### src/shunt_pwm_pkg.sv
/*
  Shared constants and carrier types for the single-shunt PWM generator.
  Assumes a 50 MHz system clock; every cycle count is derived from it here.
*/
`default_nettype none

package shunt_pwm_pkg;

  // ********************************************************************
  // Clock and timing figures
  // ********************************************************************
  localparam int CLK_MHZ = 50;
  localparam int PWM_PERIOD_NS = 62500;
  localparam int TRIG_GAP_NS = 3000;
  localparam int VEC_MIN_NS = 2500;

  // Period rounds down, least times round up to whole cycles.
  localparam logic [11:0] PERIOD_CYC = 12'((PWM_PERIOD_NS * CLK_MHZ) / 1000);
  localparam logic [11:0] LAST_CYC = 12'(PERIOD_CYC - 12'h001);
  localparam logic [11:0] CENTRE_CYC = 12'(PERIOD_CYC >> 1);
  localparam logic [11:0] TRIG_GAP_CYC = 12'((TRIG_GAP_NS * CLK_MHZ + 999) / 1000);
  localparam logic [11:0] VEC_MIN_CYC = 12'((VEC_MIN_NS * CLK_MHZ + 999) / 1000);

  // ********************************************************************
  // Switching state codes, high-side of A, B, C from bit 2 down to 0; last result index
  // ********************************************************************
  localparam logic [2:0] VEC_ZERO = 3'h0;
  localparam logic [2:0] VEC_ALL_HIGH = 3'h7;
  localparam logic [2:0] RES_LAST = 3'h2;

  // ********************************************************************
  // Types
  // ********************************************************************
  typedef logic [2:0][11:0] duty_t;

  typedef enum logic [1:0] {TRIG_CUR1, TRIG_CUR2, TRIG_ZERO, TRIG_DONE} trig_stage_e;

  typedef struct packed {
    logic [7:0] dead_cyc;
    logic [7:0] prop_cyc;
    logic [11:0] vec_min_cyc;
  } timing_cfg_s;

  typedef struct packed {
    logic sector_border;
    logic low_mod;
    logic no_shift;
  } sense_flags_s;

  typedef struct packed {
    logic [11:0] cur1;
    logic [11:0] cur2;
    logic [11:0] zero_ref;
    logic [2:0] vec1;
    logic [2:0] vec2;
  } samples_s;

endpackage

`default_nettype wire

### src/single_shunt_pwm_adc_trigger.sv
/*
  Three-phase centre-aligned PWM generator with ADC trigger scheduling for
  single-shunt DC-link current sensing, with asymmetric edge shifting.
  Assumes duty commands, timing settings and ADC results are synchronous to
  sys_clk, and that ADC results return in the order the triggers were sent.
*/
// Contract
// - Three ADC triggers every second PWM period, none in the other periods.
// - First two triggers sample DC-link current in two distinct active vectors.
// - Each current trigger sits at the midpoint of its active vector, or at its start plus the switching delay if that is later.
// - Third trigger sits at the period midpoint, all high sides on.
// - Third sample is published as the zero-current offset reference.
// - Detect sector-border crossing where only one vector is long enough.
// - Detect low modulation where both vectors are too short.
// - Edge shifting never changes any phase duty cycle.
// - Sector-border case keeps centre fixed, moves only one critical pulse.
// - Low-modulation case moves two pulses in opposite directions.
// - Consecutive triggers at least 3 us apart.
// - Active vector at least about 2.5 us before sampling, configurable; vectors stretch to vec_min, sampled at the midpoint, about half that.
// - Duty is limited so the minimum edge shift always fits.
// - No asymmetric shifting when any phase is commanded to full duty.
// - 62.5 us period; sampling and reload every 125 us.
`timescale 1ns/1ns
`default_nettype none

module single_shunt_pwm_adc_trigger
(
  input wire logic sys_clk,
  input wire logic rst,
  input wire shunt_pwm_pkg::duty_t duty_cmd,
  input wire shunt_pwm_pkg::timing_cfg_s timing_cfg,
  input wire logic adc_done,
  input wire logic [11:0] adc_result,
  output logic [2:0] pwm_hi,
  output logic reload_pulse,
  output logic adc_trig,
  output shunt_pwm_pkg::trig_stage_e trig_stage,
  output logic [2:0] trig_vector,
  output shunt_pwm_pkg::sense_flags_s sense_flags,
  output shunt_pwm_pkg::samples_s samples,
  output logic samples_valid
);

  // ********************************************************************
  // State
  // ********************************************************************
  typedef struct packed {
    logic [11:0] cnt;
    logic odd;
    shunt_pwm_pkg::duty_t duty;
    logic no_shift;
    shunt_pwm_pkg::trig_stage_e stage;
    logic [11:0] since_last;
    logic [2:0] res_idx;
    logic [2:0] pwm_hi;
    logic reload_pulse;
    logic adc_trig;
    shunt_pwm_pkg::trig_stage_e trig_stage;
    logic [2:0] trig_vector;
    shunt_pwm_pkg::sense_flags_s flags;
    shunt_pwm_pkg::samples_s samples;
    logic samples_valid;
  } state_s;

  state_s state_reg;
  state_s state_next;

  // Effective minimum vector length and trigger delay.
  logic [11:0] vec_min, trig_dly, duty_lim;
  // Phase ordering by duty.
  logic [1:0] imax, imid, imin;
  logic [11:0] v1_len, v2_len, shift1, shift2;
  logic short1, short2;
  logic [2:0][11:0] rise, fall;
  logic [11:0] v1_start, v1_end, v2_start, v2_end;
  logic [11:0] v1_mid, v2_mid, t_cur1, t_cur2, t_now;
  logic [2:0] vec1, vec2;
  logic sampling, fire, full_cmd;

  // ********************************************************************
  // Duty limit and phase ordering
  // ********************************************************************
  // A configured minimum below the nominal figure is raised to it.
  always_comb
  begin
    vec_min = (timing_cfg.vec_min_cyc > shunt_pwm_pkg::VEC_MIN_CYC) ?
              timing_cfg.vec_min_cyc : shunt_pwm_pkg::VEC_MIN_CYC;
    trig_dly = 12'(timing_cfg.dead_cyc) + 12'(timing_cfg.prop_cyc);
    duty_lim = 12'(shunt_pwm_pkg::PERIOD_CYC - (vec_min << 1));
    full_cmd = (duty_cmd[0] >= shunt_pwm_pkg::PERIOD_CYC) ||
               (duty_cmd[1] >= shunt_pwm_pkg::PERIOD_CYC) ||
               (duty_cmd[2] >= shunt_pwm_pkg::PERIOD_CYC);
    sampling = !state_reg.odd;
  end

  // Index 2 is phase A, index 0 is phase C; ties resolve to distinct indices.
  always_comb
  begin
    if (state_reg.duty[0] >= state_reg.duty[1] && state_reg.duty[0] >= state_reg.duty[2])
      imax = 2'd0;
    else if (state_reg.duty[1] >= state_reg.duty[2])
      imax = 2'd1;
    else
      imax = 2'd2;
    if (state_reg.duty[2] <= state_reg.duty[1] && state_reg.duty[2] <= state_reg.duty[0])
      imin = 2'd2;
    else if (state_reg.duty[1] <= state_reg.duty[0])
      imin = 2'd1;
    else
      imin = 2'd0;
    imid = 2'(2'd3 - imax - imin);
  end

  // ********************************************************************
  // Vector lengths, shortness detection and edge shifts
  // ********************************************************************
  // Shifting a whole pulse moves both its edges together, so duty holds.
  always_comb
  begin
    v1_len = 12'((state_reg.duty[imax] - state_reg.duty[imid]) >> 1);
    v2_len = 12'((state_reg.duty[imid] - state_reg.duty[imin]) >> 1);
    short1 = v1_len < vec_min;
    short2 = v2_len < vec_min;
    shift1 = (short1 && !state_reg.no_shift && sampling) ? 12'(vec_min - v1_len) : 12'h000;
    shift2 = (short2 && !state_reg.no_shift && sampling) ? 12'(vec_min - v2_len) : 12'h000;
    for (int i = 0; i < 3; i++)
    begin
      rise[i] = 12'(shunt_pwm_pkg::CENTRE_CYC - (state_reg.duty[i] >> 1));
      fall[i] = 12'(rise[i] + state_reg.duty[i]);
    end
    // Largest pulse moves earlier, smallest later: opposite directions.
    rise[imax] = 12'(rise[imax] - shift1);
    fall[imax] = 12'(fall[imax] - shift1);
    rise[imin] = 12'(rise[imin] + shift2);
    fall[imin] = 12'(fall[imin] + shift2);
  end

  // ********************************************************************
  // Trigger placement
  // ********************************************************************
  // Builds a switching state with the high-side bits of up to two phases set.
  function automatic logic [2:0] vec_of_phases(input logic [1:0] a, input logic [1:0] b);
    logic [2:0] v;
    v = shunt_pwm_pkg::VEC_ZERO;
    v[a] = 1'b1;
    if (b != 2'd3)
      v[b] = 1'b1;
    return v;
  endfunction

  // Each current trigger is the vector midpoint, held off by the delay.
  always_comb
  begin
    v1_start = rise[imax];
    v1_end = rise[imid];
    v2_start = rise[imid];
    v2_end = rise[imin];
    v1_mid = 12'((13'(v1_start) + 13'(v1_end)) >> 1);
    v2_mid = 12'((13'(v2_start) + 13'(v2_end)) >> 1);
    t_cur1 = (v1_mid > 12'(v1_start + trig_dly)) ? v1_mid : 12'(v1_start + trig_dly);
    t_cur2 = (v2_mid > 12'(v2_start + trig_dly)) ? v2_mid : 12'(v2_start + trig_dly);
    vec1 = vec_of_phases(imax, 2'd3);
    vec2 = vec_of_phases(imax, imid);
    case (state_reg.stage)
      shunt_pwm_pkg::TRIG_CUR1: t_now = t_cur1;
      shunt_pwm_pkg::TRIG_CUR2: t_now = t_cur2;
      shunt_pwm_pkg::TRIG_ZERO: t_now = shunt_pwm_pkg::CENTRE_CYC;
      default: t_now = shunt_pwm_pkg::LAST_CYC;
    endcase
    fire = sampling && (state_reg.stage != shunt_pwm_pkg::TRIG_DONE) &&
           (state_reg.cnt >= t_now) &&
           (state_reg.since_last >= shunt_pwm_pkg::TRIG_GAP_CYC);
  end

  // ********************************************************************
  // Next state
  // ********************************************************************
  // Counter, reload, trigger sequencing and ADC result collection.
  always_comb
  begin
    state_next = state_reg;
    state_next.reload_pulse = 1'b0;
    state_next.adc_trig = 1'b0;
    state_next.samples_valid = 1'b0;
    // Period counter; the even period is the sampling period.
    if (state_reg.cnt == shunt_pwm_pkg::LAST_CYC)
    begin
      state_next.cnt = 12'h000;
      state_next.odd = !state_reg.odd;
      state_next.stage = shunt_pwm_pkg::TRIG_DONE;
      if (state_reg.odd)
      begin
        // Reload every second period: new duties, clamped to the limit.
        state_next.reload_pulse = 1'b1;
        state_next.stage = shunt_pwm_pkg::TRIG_CUR1;
        state_next.res_idx = 3'h0;
        state_next.no_shift = full_cmd;
        for (int i = 0; i < 3; i++)
          state_next.duty[i] = (duty_cmd[i] > duty_lim) ? duty_lim : duty_cmd[i];
      end
    end
    else
      state_next.cnt = 12'(state_reg.cnt + 12'h001);
    // Gap counter saturates so the first trigger is never held off.
    if (fire)
      state_next.since_last = 12'h000;
    else if (state_reg.since_last < shunt_pwm_pkg::TRIG_GAP_CYC)
      state_next.since_last = 12'(state_reg.since_last + 12'h001);
    // Trigger issue and stage advance.
    if (fire)
    begin
      state_next.adc_trig = 1'b1;
      state_next.trig_stage = state_reg.stage;
      case (state_reg.stage)
        shunt_pwm_pkg::TRIG_CUR1:
        begin
          state_next.trig_vector = vec1;
          state_next.samples.vec1 = vec1;
          state_next.stage = shunt_pwm_pkg::TRIG_CUR2;
        end
        shunt_pwm_pkg::TRIG_CUR2:
        begin
          state_next.trig_vector = vec2;
          state_next.samples.vec2 = vec2;
          state_next.stage = shunt_pwm_pkg::TRIG_ZERO;
        end
        default:
        begin
          state_next.trig_vector = shunt_pwm_pkg::VEC_ALL_HIGH;
          state_next.stage = shunt_pwm_pkg::TRIG_DONE;
        end
      endcase
    end
    // Sense flags are refreshed with each sampling period's first trigger.
    if (fire && state_reg.stage == shunt_pwm_pkg::TRIG_CUR1)
    begin
      state_next.flags.sector_border = short1 ^ short2;
      state_next.flags.low_mod = short1 && short2;
      state_next.flags.no_shift = state_reg.no_shift;
    end
    // Results return in trigger order; the third is the offset reference.
    if (adc_done && state_reg.res_idx <= shunt_pwm_pkg::RES_LAST)
    begin
      case (state_reg.res_idx)
        3'h0: state_next.samples.cur1 = adc_result;
        3'h1: state_next.samples.cur2 = adc_result;
        default:
        begin
          state_next.samples.zero_ref = adc_result;
          state_next.samples_valid = 1'b1;
        end
      endcase
      state_next.res_idx = 3'(state_reg.res_idx + 3'h1);
    end
    // High-side outputs follow the edge compare of the current count.
    for (int i = 0; i < 3; i++)
      state_next.pwm_hi[i] = (state_reg.cnt >= rise[i]) && (state_reg.cnt < fall[i]);
  end

  // ********************************************************************
  // State register
  // ********************************************************************
  // Reset parks the counter so the first period after release samples.
  always_ff @(posedge sys_clk or posedge rst)
  begin
    if (rst)
    begin
      state_reg <= '0;
      state_reg.cnt <= shunt_pwm_pkg::LAST_CYC;
      state_reg.odd <= 1'b1;
      state_reg.stage <= shunt_pwm_pkg::TRIG_DONE;
      state_reg.since_last <= shunt_pwm_pkg::TRIG_GAP_CYC;
      state_reg.res_idx <= 3'h3;
      state_reg.trig_stage <= shunt_pwm_pkg::TRIG_DONE;
    end
    else
      state_reg <= state_next;
  end

  // ********************************************************************
  // Outputs
  // ********************************************************************
  // All outputs come straight from the state register.
  assign pwm_hi = state_reg.pwm_hi;
  assign reload_pulse = state_reg.reload_pulse;
  assign adc_trig = state_reg.adc_trig;
  assign trig_stage = state_reg.trig_stage;
  assign trig_vector = state_reg.trig_vector;
  assign sense_flags = state_reg.flags;
  assign samples = state_reg.samples;
  assign samples_valid = state_reg.samples_valid;

endmodule // single_shunt_pwm_adc_trigger

`default_nettype wire

### config.mk
export PLATFORM = sky130hd
export DESIGN_NAME = single_shunt_pwm_adc_trigger
export DESIGN_NICKNAME = d
export VERILOG_FILES = /design/src/shunt_pwm_pkg.sv /design/src/single_shunt_pwm_adc_trigger.sv
export SDC_FILE = /design/constraint.sdc
export NUM_CORES = 1
export LEC_CHECK = 0
export BUFFER_PORTS_ARGS = -buffer_cell sky130_fd_sc_hd__buf_4
export CAP_MARGIN = 25
export CORE_MARGIN = 5
export CORE_UTILIZATION = 45
export CTS_CLUSTER_SIZE = 14
export DETAILED_ROUTE_END_ITERATION = 7
export SLEW_MARGIN = 20
export SYNTH_ARGS = -nofsm -noshare
export SYNTH_HDL_FRONTEND = slang
export SYNTH_SLANG_ARGS = --single-unit
### constraint.sdc
create_clock -name sys_clk -period 19.2 [get_ports sys_clk]
set_clock_uncertainty 0.15 [all_clocks]
set_input_delay 2.88 -clock sys_clk [delete_from_list [all_inputs] [get_ports sys_clk]]
set_output_delay 2.88 -clock sys_clk [all_outputs]
set_load 0.1 [all_outputs]
==> flow_summary.ini, run 1 <==
[synthesis]
async_flop_share_pct = 100.0
yosys_warnings = 0
ys_types = 92
synth.largest_area_cell = ha_1
synth_top_area_share_pct = 20.55
ys_ff_latch = 123
synth_edf_count = 0
syn_inst = 2806
ys_seq_area_share_pct = 14.49
synth_flop_cell = dfrtp_1
synth.top_cells.by_area = ha_1, dfrtp_1, a21oi_1
synth_area_sq_um = 21370
synth_fp_nets = 3249
avgSynthCellArea_sq_um = 7.617

[global_route]
overflow = 0
grt_max_degree = 72
grt_first_pass_wirelength_um = 122300
grt.total_usage_pct = 29.68
first_global_vias = 20354
antenna_found_initial = 1

[final_layout]
nNetsFinal = 3273
final_layout_size_suffix_gt1_share_pct = 11.40
n_antenna_cell = 0
layout-area-overhead-vs-synth_pct = 8.705
largest_reg_flops = 67

[setup_path]
cp.depth = 75
path_delay_family = compound AO/OA/AOI/OAI gates
crit_top_cell = a21o_1
worst_path_largest_cell_delay_ns = 0.78
start_kind = flip-flop
critPathKind = reg -> reg
r2r_end = samples[5]
crit_buf_inv = 7
crit_start = state_reg[95]
critPathRequiredTime_ns = 19.37
worstPathMaxFanout = 33
end_kind = flip-flop
cp.arrival_ns = 18.34
cp_slowest_cell = a2111oi_2
worstRegToRegCells = 75
r2r-start = state_reg[95]
r2r_slack_ns = 1.03
crit_end = samples[5]

[flow_run]
maxCapViolCount = 0

[clock_tree]
cts_resized = 0
cts_tree = yes
cts.sinks = 123
holdBufCountCts = 0
clock-root-buffer = clkbuf_16
post-cts-setup-buffer-count = 0
clk_latency_ns = 0.45
numCtsBuffers = 17
cts_buffer_depth = 2
h-tree-depth = 4
path_clk_slew_ns = 0.06

[timing]
slew_violations = 0
min_period_over_period_pct = 94.66
tns_ns = 0
max-slew-margin-rel_pct = 36.00
finalCriticalPeriod_ns = 18.17
hold_slack_ns = 0.3493
finalSetupViolations = 0
fmax_ghz = 0.05502
rsz0062_at_grt = false
hold_viol_final = 0
worst_pin_slew_ns = 0.9450

[routing]
drtIter0Drc = 1861
routed-via-count = 21219
firstDrtPassIters = 8
wirelength_um = 80930
vias_per_cell = 6.152
drc = 2
detail-route-antenna-nets = 0
wl_per_cell_um = 23.46

[place]
hpwlAfterDp_um = 66590
gp_congestion = 1.043
numPortBuffers = 134

[power_and_ir_drop]
ir_drop_mv = 0.1267
power_density_nw_per_um2 = 152.6
p_leak_nw = 11.56

[floorplan]
core_area_sq_um = 46750
boundaryPins = 135
initial_core_util_pct = 45.71
die_x_um = 227.9
rows = 79
die_height_um = 227.9
die-area_sq_um = 51950

[status]
violations = design-rule violations
status = finished, violations left

[min_path]
hold_path_class = reg -> reg
routing by layer:
metal / GRT usage [%] / vias up / part of all wire, %
met1: 39.00 / 10124 / 42
met4: 11.82 / 0 / 4.5
met5: 0 / - / 0
met3: 4.075 / 149 / 7.0
li1: - / 10076 / -
met2: 49.51 / 870 / 46
cell type report:
type                            instances  area [sq um]
Inverter                              171         644.4
Fill cell                            4631         23520
Multi-Input combinational cell       2341         16840
Sequential cell                       123          3099
Clock inverter                         14         140.1
Clock buffer                           17         425.4
Tap cell                              607         759.5
Timing Repair Buffer                  176          1325
cell usage in the layout (no fill, tap or decap), types with 58 or more instances in the layout:
cell	n
a21o_1	103
a21oi_1	301
buf_4	175
dfrtp_1	106
ha_1	351
inv_1	167
mux2i_1	68
nand2_1	289
nor2_1	211
o21ai_0	179
xnor2_1	142
xor2_1	58
worst reg2reg max path, delay by kind of cell, from the launching register on:
family	cells	cell delay, ns
AO/OA/AOI/OAI	35	7.74
AND/OR/NAND/NOR	21	4.18
adder cells (fa/ha/maj)	8	2.75
buffers and inverters	7	1.55
multiplexers	2	0.61
flip-flops	1	0.56
XOR/XNOR	2	0.49
logic make-up (layout without fill, tap and decap cells):
| logic type | count (synthesis) | count (layout) | synth area share, % |
|---|---|---|---|
| buf+inv | 343 | 378 | 7.060 |
| fa+ha+maj | 364 | 364 | 21.77 |
| mux | 118 | 118 | 5.819 |
| simple gates | 774 | 775 | 16.74 |
| flops | 123 | 123 | 14.49 |
| compound gates | 880 | 880 | 25.56 |
| xor+xnor | 204 | 204 | 8.559 |
stage by stage:
stage               total power, mW  cell area (sq um)  worst slack (ns)  instances  util (%)
floorplan                     2.488              21370             2.930       2806         -
global placement              3.149              22630             1.256       3415     48.40
detailed placement            3.185              22630             1.020       3416     48.41
CTS                           3.519              23200            0.9648       3447     49.62
global route                  3.819              23230           0.07410       3449     49.69
finish                        3.546              23230             1.026       3449     49.69
synth_stat cells, drive strengths merged (48+ instances only):
cell type  count
buf           79
clkbuf        93
dfrtp        107
o21bai        55
xnor2        142
o211ai        48
a21o         103
nand2        293
a21oi        304
mux2i         68
inv          168
xor2          59
mux2          50
nor2         215
ha           351
o21ai        186
worst min-delay path by stage:
stage	start	endpoint	slack, ns	cells after the start
2_1_floorplan	state_reg[70]	state_reg[70]	0.30	1
3_3_place_gp	state_reg[67]	state_reg[67]	0.33	1
3_5_place_dp	state_reg[69]	state_reg[69]	0.33	1
4_1_cts	trig_stage[0]	trig_stage[0]	0.36	2
5_1_grt	samples[14]	samples[14]	0.37	1
6_report	trig_stage[0]	trig_stage[0]	0.35	2
power breakdown:
group / leakage [nW] / internal [mW] / switching, mW
Combinational: 9.92 / 1.04 / 1.86
Clock: 0.271 / 0.180 / 0.135
Sequential: 1.37 / 0.304 / 0.0250
Total: 11.6 / 1.52 / 2.02
Power figures use the tool's default switching activity.
==> run 2: changes to the inputs <==
PLACE_DENSITY = 0.71   (was unset)
==> run 2 against run 1 <==
Compared with the run above: the flow now finishes without violations; count of clock-buffer cells in the layout increased by 2; utilization increased by 0.080 points; register-to-register slack improved by 0.12 ns; design area increased by 0.16%; first-iteration DRC count decreased by 0.97%; highest routed layer unchanged.
==> flow_summary.ini, run 2 (same netlist as run 1, synthesis figures left out) <==
[status]
status = finished clean

[global_route]
grt_first_pass_wirelength_um = 122800
antenna_found_initial = 0
grt_util_met2_pct = 50.34
overflow = 0
first_global_vias = 21133
gr-usage-met1_pct = 36.85
grt.total_usage_pct = 29.68
use_met3_pct = 4.745
grt_max_degree = 72
grt_busiest_layer = met2

[final_layout]
final_common_cell = ha_1
fillers = 4614
layout-area-overhead-vs-synth_pct = 8.881
largest_reg_flops = 67
n_antenna_cell = 0
fin_util_pct = 49.77
most-common-layout-cells = ha_1, a21oi_1, nand2_1
nNetsFinal = 3271
final_layout_size_suffix_gt1_share_pct = 11.33

[routing]
vias_per_cell = 6.207
drtIter0Drc = 1843
drc = 0
firstDrtPassIters = 5
routed-via-count = 21401
wl_per_cell_um = 23.46
detail-route-antenna-nets = 0
wirelength_um = 80900

[setup_path]
start_kind = flip-flop
path_delay_family = compound AO/OA/AOI/OAI gates
cp.arrival_ns = 18.23
worstPathMaxFanout = 33
critPathRequiredTime_ns = 19.37
crit_buf_inv = 7
crit_top_cell = a21oi_1
worst_path_largest_cell_delay_ns = 0.56
critPathKind = reg -> reg
cp_slowest_cell = dfrtp_1
end_kind = flip-flop

[floorplan]
die_x_um = 227.9
boundaryPins = 135
rows = 79
die_height_um = 227.9
initial_core_util_pct = 45.71
die-area_sq_um = 51950
core_area_sq_um = 46750

[timing]
hold_slack_ns = 0.3480
finalCriticalPeriod_ns = 18.06
finalSetupViolations = 0
hold_viol_final = 0
fmax_ghz = 0.05538
tns_ns = 0
min_period_over_period_pct = 94.04
max-slew-margin-rel_pct = 34.70
slew_violations = 0
rsz0062_at_grt = false
worst_pin_slew_ns = 0.9720

[clock_tree]
holdBufCountCts = 0
h-tree-depth = 4
clock-root-buffer = clkbuf_16
cts_tree = yes
cts_buffer_depth = 2
post-cts-setup-buffer-count = 0
cts.sinks = 123
numCtsBuffers = 17
path_clk_slew_ns = 0.07
clk_latency_ns = 0.44

[place]
hpwlAfterDp_um = 65920
gp_congestion = 1.040
numPortBuffers = 134

[power_and_ir_drop]
ir_drop_mv = 0.1351
p_leak_nw = 11.57
p_total_mw = 3.566
power_density_nw_per_um2 = 153.2

[flow_run]
maxCapViolCount = 0

[min_path]
hold_path_class = reg -> reg
run 2: cell count changes in the layout (fill, tap and decap cells not counted), sizes merged:
cell / previous run / this run
buf: 176 / 175
bufinv: 1 / 2
clkbuf: 17 / 19
clkinv: 7 / 5
clkinvlp: 3 / 1
inv: 174 / 176
nor2: 216 / 215
run 2: area by class of cell:
type,instances,area [sq um],area share (%)
clock inverter,13,156.4,0.6721
tap,607,759.5,3.264
sequential,123,3098,13.31
clock buffer,19,432.9,1.860
timing repair buffer,175,1318,5.662
multi-input combinational,2340,16860,72.46
inverter,171,644.4,2.769
run 2: final timing paths:
| kind | slack [ns] | startpoint | cells past startpoint | to |
|---|---|---|---|---|
| worst max-delay path | 1.14 | state_reg[95] | 79 | sense_flags[0] |
| worst min-delay path | 0.35 | state_reg[69] | 1 | state_reg[69] |
| worst max register to register | 1.14 | state_reg[95] | 79 | sense_flags[0] |
| worst min register to register | 0.35 | state_reg[69] | 1 | state_reg[69] |
| max in group asynchronous | 15.12 | rst | 3 | state_reg[85] |
| min in group asynchronous | 2.42 | rst | 2 | samples[8] |
run 2: power by group:
group / internal (mW) / leakage [nW] / switching [mW]
sequential: 0.304 / 1.37 / 0.0265
combinational: 1.04 / 9.91 / 1.86
clock: 0.195 / 0.287 / 0.136
run 2: through the flow:
stage               worst slack, ns  instance area, sq um  instances
global placement             0.7970                 22620       3415
finish                        1.144                 23270       3448
CTS                          0.5895                 23220       3448
detailed placement           0.6529                 22630       3416
global route                0.05923                 23270       3448
floorplan                     2.930                 21370       2806
run 2: worst register-to-register path: cells and delay by family (launching register included):
kind,cells,cell delay [ns]
AO/OA/AOI/OAI,41,8.42
XOR/XNOR,3,0.96
adder cells (fa/ha/maj),9,2.92
buffers and inverters,7,1.59
flip-flops,1,0.56
multiplexers,1,0.38
AND/OR/NAND/NOR,18,2.93
run 2: timing repair:
| item | CTS | global route |
|---|---|---|
| hold endpoints to repair | 0 | 0 |
| setup endpoints to repair | 0 | 29 |
| resized for setup | 0 | 11 |
run 2: per-layer routing:
metal | wire length (um) | up-vias | part of all wire [%]
li1 | - | 10043 | -
met1 | 32560 | 10146 | 40
met2 | 37610 | 962 | 46
met3 | 5986 | 250 | 7.4
met4 | 4743 | 0 | 5.9
met5 | 0 | - | 0
